$ cat config.mk
export PLATFORM = sky130hd
export DESIGN_NAME = bic_board_info
export DESIGN_NICKNAME = d
export VERILOG_FILES = /design/src/bic_pkg.sv /design/src/bic_board_info.sv
export SDC_FILE = /design/constraint.sdc
export NUM_CORES = 1
export LEC_CHECK = 0
export BUFFER_PORTS_ARGS = -buffer_cell sky130_fd_sc_hd__buf_2
export CAP_MARGIN = 20
export CORE_AREA = 2 2 126 128
export CTS_CLUSTER_SIZE = 28
export DETAILED_ROUTE_END_ITERATION = 7
export DIE_AREA = 0 0 128 130
export MAX_ROUTING_LAYER = met4
export PLACE_DENSITY = 0.64
export SYNTH_ARGS = -nofsm -noshare
export SYNTH_HDL_FRONTEND = slang
export SYNTH_SLANG_ARGS = --single-unit
$ cat constraint.sdc
create_clock -name clk -period 6.55 [get_ports clk]
set_clock_uncertainty 0.15 [all_clocks]
set_input_delay 1.31 -clock clk [delete_from_list [all_inputs] [get_ports clk]]
set_output_delay 1.31 -clock clk [all_outputs]
set_load 0.05 [all_outputs]
$ cat src/bic_pkg.sv
// Functional notes
// - Read-only 32-bit option word, one bit per fitted option, testable by masking.
// - Bit weight 1 flags segmented record; weight 2 flags digital I/O.
// - Bit weight 32 flags gated sampling; weight 1024 flags time tag option.
// - Weight 512 set when any sync capability fitted; without it no sync.
// - Star distribution module sets weight 2048 and the sync flag too.
// - Group without any star distribution module synchronizes by cascading.
// - Weight 8192 flags extra I/O; 16384 amp calibration, generators only.
// - Read-only parameter reports the interrupt line actually in use.
// - Read-only driver kind code 0 to 7; 5 is 64-bit for 64-bit.
// - Command register is read/write; code 30 enters low-power powerdown.
// - Powerdown ends on reset command or on board start.
// - Command code 0 does software and hardware reset, settings to defaults.
// - Powerdown or reset marks sample memory invalid; host must not read. Code keeps it valid when acquisition_done comes in the same cycle.
package bic_pkg;
  localparam int unsigned PARAM_AW = 12;
  localparam logic [11:0] OFS_BOARD_COMMAND = 12'h000;
  localparam logic [11:0] OFS_DRIVER_LIBRARY_VERSION = 12'h4b0;
  localparam logic [11:0] OFS_KERNEL_DRIVER_VERSION = 12'h4ba;
  localparam logic [11:0] OFS_DRIVER_KIND = 12'h4c4;
  localparam logic [11:0] OFS_OPTION_PRESENCE = 12'h848;
  localparam logic [11:0] OFS_INTERRUPT_LINE_REPORT = 12'h8fc;

  localparam logic [31:0] FULL_RESET_COMMAND = 32'h0000_0000;
  localparam logic [31:0] LOW_POWER_COMMAND = 32'h0000_001e;
  localparam logic [31:0] BOARD_COMMAND_RESET = 32'h0000_0000;

  localparam int unsigned BIT_SEGMENTED_RECORD = 0;
  localparam int unsigned BIT_DIGITAL_IO = 1;
  localparam int unsigned BIT_GATED_SAMPLING = 5;
  localparam int unsigned BIT_SYNC_CAPABLE = 9;
  localparam int unsigned BIT_TIME_TAG = 10;
  localparam int unsigned BIT_STAR_DISTRIBUTION = 11;
  localparam int unsigned BIT_EXTRA_IO = 13;
  localparam int unsigned BIT_AMP_CALIBRATION = 14;

  // Edges after release before the synchronised straps are latched
  localparam logic [1:0] STRAP_SETTLE_CYCLES = 2'h2;

  typedef struct packed {
    logic segmented_record_option_flag;
    logic digital_io_option_flag;
    logic gated_sampling_option_flag;
    logic sync_capable_flag;
    logic time_tag_option_flag;
    logic star_distribution_flag;
    logic extra_io_option_flag;
    logic amp_calibration_flag;
  } bic_option_pins_t;

  typedef struct packed {
    logic [PARAM_AW-1:0] addr;
    logic wr;
    logic rd;
    logic [31:0] wdata;
  } bic_param_req_t;

  typedef struct packed {
    logic [31:0] rdata;
    logic rd_valid;
    logic rd_error;
    logic wr_error;
  } bic_param_rsp_t;

  typedef struct packed {
    bic_option_pins_t strap_meta;
    bic_option_pins_t strap_sync;
    logic [1:0] settle_cnt;
    logic straps_latched;
    logic [31:0] option_presence;
    logic [31:0] board_command;
    logic powerdown;
    logic board_reset;
    logic sample_memory_valid;
    logic cascade_sync;
    bic_param_rsp_t rsp;
  } bic_state_t;
endpackage
$ cat src/bic_board_info.sv
`timescale 1ns/1ns
module bic_board_info #(
  parameter bit IS_WAVEFORM_GENERATOR = 1'b0
) (
  input wire logic clk,
  input wire logic rst,
  input wire bic_pkg::bic_param_req_t param_req,
  output bic_pkg::bic_param_rsp_t param_rsp,
  input wire bic_pkg::bic_option_pins_t option_pins,
  input wire logic group_has_star,
  input wire logic [7:0] interrupt_line,
  input wire logic [2:0] driver_kind,
  input wire logic [31:0] driver_library_version,
  input wire logic [31:0] kernel_driver_version,
  input wire logic board_start,
  input wire logic acquisition_done,
  output logic powerdown,
  output logic board_reset,
  output logic sample_memory_valid,
  output logic cascade_sync
);
  bic_pkg::bic_state_t s;
  bic_pkg::bic_state_t next_s;

  function automatic logic [31:0] build_options(input bic_pkg::bic_option_pins_t p,
                                                input logic wavegen);
    logic [31:0] w;
    w = 32'h0000_0000;
    w[bic_pkg::BIT_SEGMENTED_RECORD] = p.segmented_record_option_flag;
    w[bic_pkg::BIT_DIGITAL_IO] = p.digital_io_option_flag;
    w[bic_pkg::BIT_GATED_SAMPLING] = p.gated_sampling_option_flag;
    w[bic_pkg::BIT_TIME_TAG] = p.time_tag_option_flag;
    // Star module always implies sync capability
    w[bic_pkg::BIT_SYNC_CAPABLE] = p.sync_capable_flag | p.star_distribution_flag;
    w[bic_pkg::BIT_STAR_DISTRIBUTION] = p.star_distribution_flag;
    w[bic_pkg::BIT_EXTRA_IO] = p.extra_io_option_flag;
    w[bic_pkg::BIT_AMP_CALIBRATION] = p.amp_calibration_flag & wavegen;
    return w;
  endfunction

  always_comb begin
    logic cmd_wr;
    cmd_wr = 1'b0;
    next_s = s;
    next_s.strap_meta = option_pins;
    next_s.strap_sync = s.strap_meta;
    next_s.board_reset = 1'b0;
    next_s.rsp.rd_valid = 1'b0;
    next_s.rsp.rd_error = 1'b0;
    next_s.rsp.wr_error = 1'b0;
    if (!s.straps_latched) begin
      if (s.settle_cnt == bic_pkg::STRAP_SETTLE_CYCLES) begin
        // Latched once; later pin changes and reset commands are ignored
        next_s.option_presence = build_options(s.strap_sync, IS_WAVEFORM_GENERATOR);
        next_s.straps_latched = 1'b1;
      end else begin
        next_s.settle_cnt = s.settle_cnt + 2'h1;
      end
    end
    // Sync possible only with the capability; cascade when no star in group
    next_s.cascade_sync = s.option_presence[bic_pkg::BIT_SYNC_CAPABLE] & ~group_has_star;
    if (board_start) begin
      next_s.powerdown = 1'b0;
    end
    if (acquisition_done) begin
      next_s.sample_memory_valid = 1'b1;
    end
    if (param_req.rd) begin
      next_s.rsp.rd_valid = 1'b1;
      unique case (param_req.addr)
        bic_pkg::OFS_BOARD_COMMAND: next_s.rsp.rdata = s.board_command;
        bic_pkg::OFS_DRIVER_LIBRARY_VERSION: next_s.rsp.rdata = driver_library_version;
        bic_pkg::OFS_KERNEL_DRIVER_VERSION: next_s.rsp.rdata = kernel_driver_version;
        bic_pkg::OFS_DRIVER_KIND: next_s.rsp.rdata = {29'h0000_0000, driver_kind};
        bic_pkg::OFS_OPTION_PRESENCE: next_s.rsp.rdata = s.option_presence;
        bic_pkg::OFS_INTERRUPT_LINE_REPORT: next_s.rsp.rdata = {24'h00_0000, interrupt_line};
        default: begin
          next_s.rsp.rdata = 32'h0000_0000;
          next_s.rsp.rd_error = 1'b1;
        end
      endcase
    end
    if (param_req.wr) begin
      if (param_req.addr == bic_pkg::OFS_BOARD_COMMAND) begin
        cmd_wr = 1'b1;
        next_s.board_command = param_req.wdata;
      end else begin
        // Read-only or unmapped: value dropped
        next_s.rsp.wr_error = 1'b1;
      end
    end
    if (cmd_wr && param_req.wdata == bic_pkg::LOW_POWER_COMMAND) begin
      next_s.powerdown = 1'b1;
      next_s.sample_memory_valid = 1'b0;
    end
    if (cmd_wr && param_req.wdata == bic_pkg::FULL_RESET_COMMAND) begin
      next_s.board_reset = 1'b1;
      next_s.powerdown = 1'b0;
      next_s.board_command = bic_pkg::BOARD_COMMAND_RESET;
      next_s.sample_memory_valid = 1'b0;
    end
    // Memory filled in the same cycle as the invalidating command stays valid
    if (acquisition_done) begin
      next_s.sample_memory_valid = 1'b1;
    end
  end

  always_ff @(posedge clk or posedge rst) begin
    if (rst) begin
      s <= '0;
    end else begin
      s <= next_s;
    end
  end

  assign param_rsp = s.rsp;
  assign powerdown = s.powerdown;
  assign board_reset = s.board_reset;
  assign sample_memory_valid = s.sample_memory_valid;
  assign cascade_sync = s.cascade_sync;
endmodule

# Word-level counts from Yosys, hierarchy flattened
# Cells that the tools add are included.
dict set report classes {
  addsub 1
  n_eq_ne 7
  muxes 17
  bitwise_logic 5
  n_reduce_logical 12
}
# cell n
set op_table {}
lappend op_table {{$pmux W32 S6} 1}
lappend op_table {{$mux W33} 2}
lappend op_table {{$mux W32} 2}
lappend op_table {{$eq A12 B11 Y1 const B} 3}
lappend op_table {{$mux W35} 1}
lappend op_table {{$eq A32 B5 Y1 const B} 1}
lappend op_table {{$logic_not A32 Y1} 1}
lappend op_table {{$eq A12 B12 Y1 const B} 2}
lappend op_table {{$logic_not A12 Y1} 1}
lappend op_table {{$mux W1} 10}
lappend op_table {{$reduce_and A2 Y1} 3}
lappend op_table {{$reduce_bool A3 Y1} 2}
lappend op_table {{$reduce_or A6 Y1} 1}
lappend op_table {{$reduce_bool A2 Y1} 2}
lappend op_table {{$not A1 Y1} 3}
lappend op_table {{$add A2 B1 Y2 const B} 1}
lappend op_table {{$eq A2 B2 Y1 const B} 1}
lappend op_table {{$logic_and A1 B1 Y1} 2}
lappend op_table {{$mux W2} 1}
lappend op_table {{$and A1 B1 Y1} 1}
lappend op_table {{$or A1 B1 Y1} 1}
dict set report word_totals {
  reg_bits 95
  out_inout_bits 39
  wordCells 68
}

# Depth between registers and ports, before layout
dict set report depth {
  ltp_word 7
  depth_mapped 7
  depth_no_buf 5
}

# Least setup slack after synthesis
# OpenSTA, ideal clock, no wires.
dict set report synth_path {
  path_type {in2reg}
  start {input param_req[37] in the netlist's numbering}
  end {register s (netlist bit powerdown)}
  setup_time_ps 77
  t_arrival_ps 2629
  required_ps 6323
  slack_ps 3694
  cell_stages 5
  n_path_buf 1
  path_cell_list {buf_2 > nor4_4 > nand4_2 > or4b_1 > a21oi_1}
}
dict set report synth_via {
  elab_chain_cells 6
  elab_cells_between_ends 8
}
# item line_no
set synth_rtl {}
lappend synth_rtl {{start: declaration} bic_board_info.sv:7} ;# input wire bic_pkg::bic_param_req_t param_req,
lappend synth_rtl {{$logic_not A12 Y1 (*)} bic_board_info.sv:84} ;# if (param_req.addr == bic_pkg::OFS_BOARD_COMMAND) begin
lappend synth_rtl {{$mux W1 (*)} bic_board_info.sv:84}
lappend synth_rtl {{$mux W1 (*)} bic_board_info.sv:83} ;# if (param_req.wr) begin
lappend synth_rtl {{$logic_and A1 B1 Y1} bic_board_info.sv:92} ;# if (cmd_wr && param_req.wdata == bic_pkg::LOW_POWER_COMMAND) begin
lappend synth_rtl {{$mux W1} bic_board_info.sv:92}
lappend synth_rtl {{$mux W35} bic_board_info.sv:96} ;# if (cmd_wr && param_req.wdata == bic_pkg::FULL_RESET_COMMAND) begin
lappend synth_rtl {{end signal: assignment} bic_board_info.sv:112} ;# s <= next_s;
lappend synth_rtl {{end: declaration} bic_board_info.sv:22} ;# bic_pkg::bic_state_t s;
# Every way passes the cells marked *; elsewhere a longest branch is shown, timed or not.
# A chain may end at the register's enable or synchronous reset.

# Worst setup path in the final report
dict set report layout_path {
  start {input param_req[39] in the netlist's numbering}
  end {register s (netlist bit powerdown)}
}
# The elaborated chain is that of the path after synthesis.

==> metrics.txt <==
Seq/Total Area, Yosys 52.5%; GRT Resource Usage Total 16.6%; FF+latch count, synth 95; crit path from param_req[39]; syn_nets 532; fraction of registers with async set/reset 100%; initial antenna violation count 2; Hold Path Depth 0; I/O pins 173; worst hold endpoint s[111]$_DFF_PP0_; Placed Area 5330 um^2; Hold Crit Class reg2reg; Design Power 0.00134 W; Crit-path slowest cell nand4_2; Layout fillers 1,555; Cell variety after synth 41; clock slew at reported path FFs 70 ps; clk_lat worst skew approximately 350 ps; number of synthesized flops with an enable pin 0; length of routed wiring on met1 5640 um; PwrDens 238 nW/um^2; CTS Root Buffer Type clkbuf_16; Crit path arrival time ~3600 ps; finished layout cell area 5640 um^2; TritonRoute pass-1 iters 5; metal3 WL 798 um; Worst path top cell family by delay simple AND/OR/NAND/NOR gates; post-DR vias/cell 5.09; reg2reg path depth 4; Slew Limit Headroom 39.1%; status finished clean; total CTS buffers 9; Max H-tree Level 3; count leader, synth dfrtp_1; kind of critical path in2reg; CTS tree built; CP Launch Type input port; Initial Util 29.3%; drt wl/cell 18.3 um; Final nets between 600 and 700; min Tclk post-route 3460 ps; Commonest cells post-synth dfrtp_1, nor2_1, mux2_2, buf_4, a22o_1; critical path peak fanout 19; final antenna-violating net count 0; final core utilization between 30% and 40%; Worst-Margin Slew 913 ps; Max Fclk a little under 300 MHz; reg2reg end s[72]$_DFFE_PP0P_; post-synth top area cell dfrtp_1; synthesized cell area 4520 um^2; count of final max-slew check failures 0; Lkg Pwr 2.72 nW; CP cell instances buf_2 -> nor3_1 -> nand4_2 -> buf_4 -> or4b_1 -> a21oi_1; Crit Reg-Reg Startpoint s[104]$_DFFE_PP0P_; initial DRC count 214; GPL Wtd Cong 0.796; first-pass GRT wire length between 15,000 and 20,000 um; RSZ-0062 raised after global routing no; Die Span X approximately 130 um; Post-CTS Hold Buffers 0; Top FF cell, synth dfrtp_1; ratio of cells with drive above 1 in the final layout 44.8%; Ys Warns 0; Vias between 3,000 and 4,000; Seq. cell area between 2000 and 2500 um^2; CP required 6670 ps; Worst Hold Launch next_s[111]$_DFF_PP0_; Post-DP HPWL 9650 um; grt ovf 0; # port buffers between 150 and 200; vias in the first global route ~3,600; TritonCTS Sinks 95; CP endpoint kind register; die area 16,600 um^2; top cells by area, synth dfrtp_1, mux2_2, buf_4; buffer count from post-CTS setup fixing 0; worst vdd ir 0.136 mV; max_cap viols 0; cells after synthesis slightly below 400; max layer used met4; syn avg cell area between 10 and 15 um^2; internal reg-to-reg setup slack 4730 ps; Final setup viols 0; Core Footprint 15,400 um^2; drt drc 0; synth-to-layout area growth 24.6%; Core Rows 46; CP max stage delay 630 ps; PostCTS Resize Cnt 0; Routed Wire Length 13,200 um; Hold Vio Cnt, Final 0; post-synth top area share 52.5%; met2 WL 6600 um; final period utilization between 50 and 60%; Clock Path Buffers 2; Chip Height 130 um; Buf/Inv on CP 2; largest net degree at the start of global routing 58; Fin Setup TNS 0 ps; multi-input logic area 1780 um^2
==> per-stage QoR <==
step                hold WS (ps)  setup WS (ps)  cells
floorplan                    181           2610    397
global placement             186           2800    706
finish                       199           3090    725
CTS                          201           3130    722
detailed placement           185           2780    706
global route                 201           2990    725
==> layout by cell type (no fill, tap or decap), types with 2 or more instances in the layout <==
master and n:
buf_2 172, dfrtp_1 95, nor2_1 54, mux2_2 38, a22o_1 22, a221oi_1 21
a22oi_1 13, nor4_1 12, o21ai_0 10, o22a_1 9, clkbuf_16 9, a32o_1 8
buf_4 7, a21oi_1 5, nor4b_1 4, and4_1 4, nor2b_1 3, nand3_1 3
a2bb2oi_1 3, inv_1 3, a31oi_1 3, nand4_1 3, diode_2 2, nor3_1 2
and2_1 2, nand2_1 2, nand2b_1 2, inv_6 2
==> worst register-to-register path, delay by kind of cell (launching register included) <==
family	cells	cell delay, ps
adders and majority gates	1	160
buffers and inverters	1	90
DFF	1	370
and+or+nand+nor	1	540
muxes	1	410
==> cell families after synthesis <==
kind of cell / count (synthesis) / synth area share, %
compound gates: 97 / 17.2
xor+xnor: 1 / 0.194
fa+ha+maj: 1 / 0.277
buf+inv: 65 / 8.41
flops: 95 / 52.5
mux: 38 / 9.46
simple gates: 100 / 11.9
==> where the power goes <==
part / internal (W) / switching, W / total [W]
sequential: 0.000608 / 0.0000106 / 0.000619
combinational: 0.0000632 / 0.000122 / 0.000186
clock: 0.000302 / 0.000236 / 0.000538
total: 0.000974 / 0.000369 / 0.00134
==> registers in the layout, summed over array words and instances, names as in the netlist <==
name and flops:
cascade_sync 1, param_rsp 35, powerdown 1, next_s 7, s 49, board_reset 1, sample_memory_valid 1
==> metal layers <==
layer	GRT usage, %	vias up
met3	4.39	19
li1	-	1727
met4	4.91	0
met1	19.6	1810
met2	27.9	137
met5	-	-
==> cell type report <==
class	instances	area share (%)
sequential	95	42.2
multi-input combinational	237	31.6
timing repair buffer	179	16.2
tap	192	4.26
clock buffer	10	4.06
clock inverter	6	1.33
inverter	4	0.311
antenna	2	0.0888
==> worst max path at each step <==
stage / to / slack, ps / cells after the start
final: powerdown$_DFFE_PP0P_ / 3090 / 6
after global placement: powerdown$_DFFE_PP0P_ / 2800 / 6
after floorplan: board_reset$_DFF_PP0_ / 2610 / 1
after CTS: powerdown$_DFFE_PP0P_ / 3130 / 6
after detailed placement: powerdown$_DFFE_PP0P_ / 2780 / 6
after global routing: powerdown$_DFFE_PP0P_ / 2990 / 6
Power figures use the tool's default switching activity.
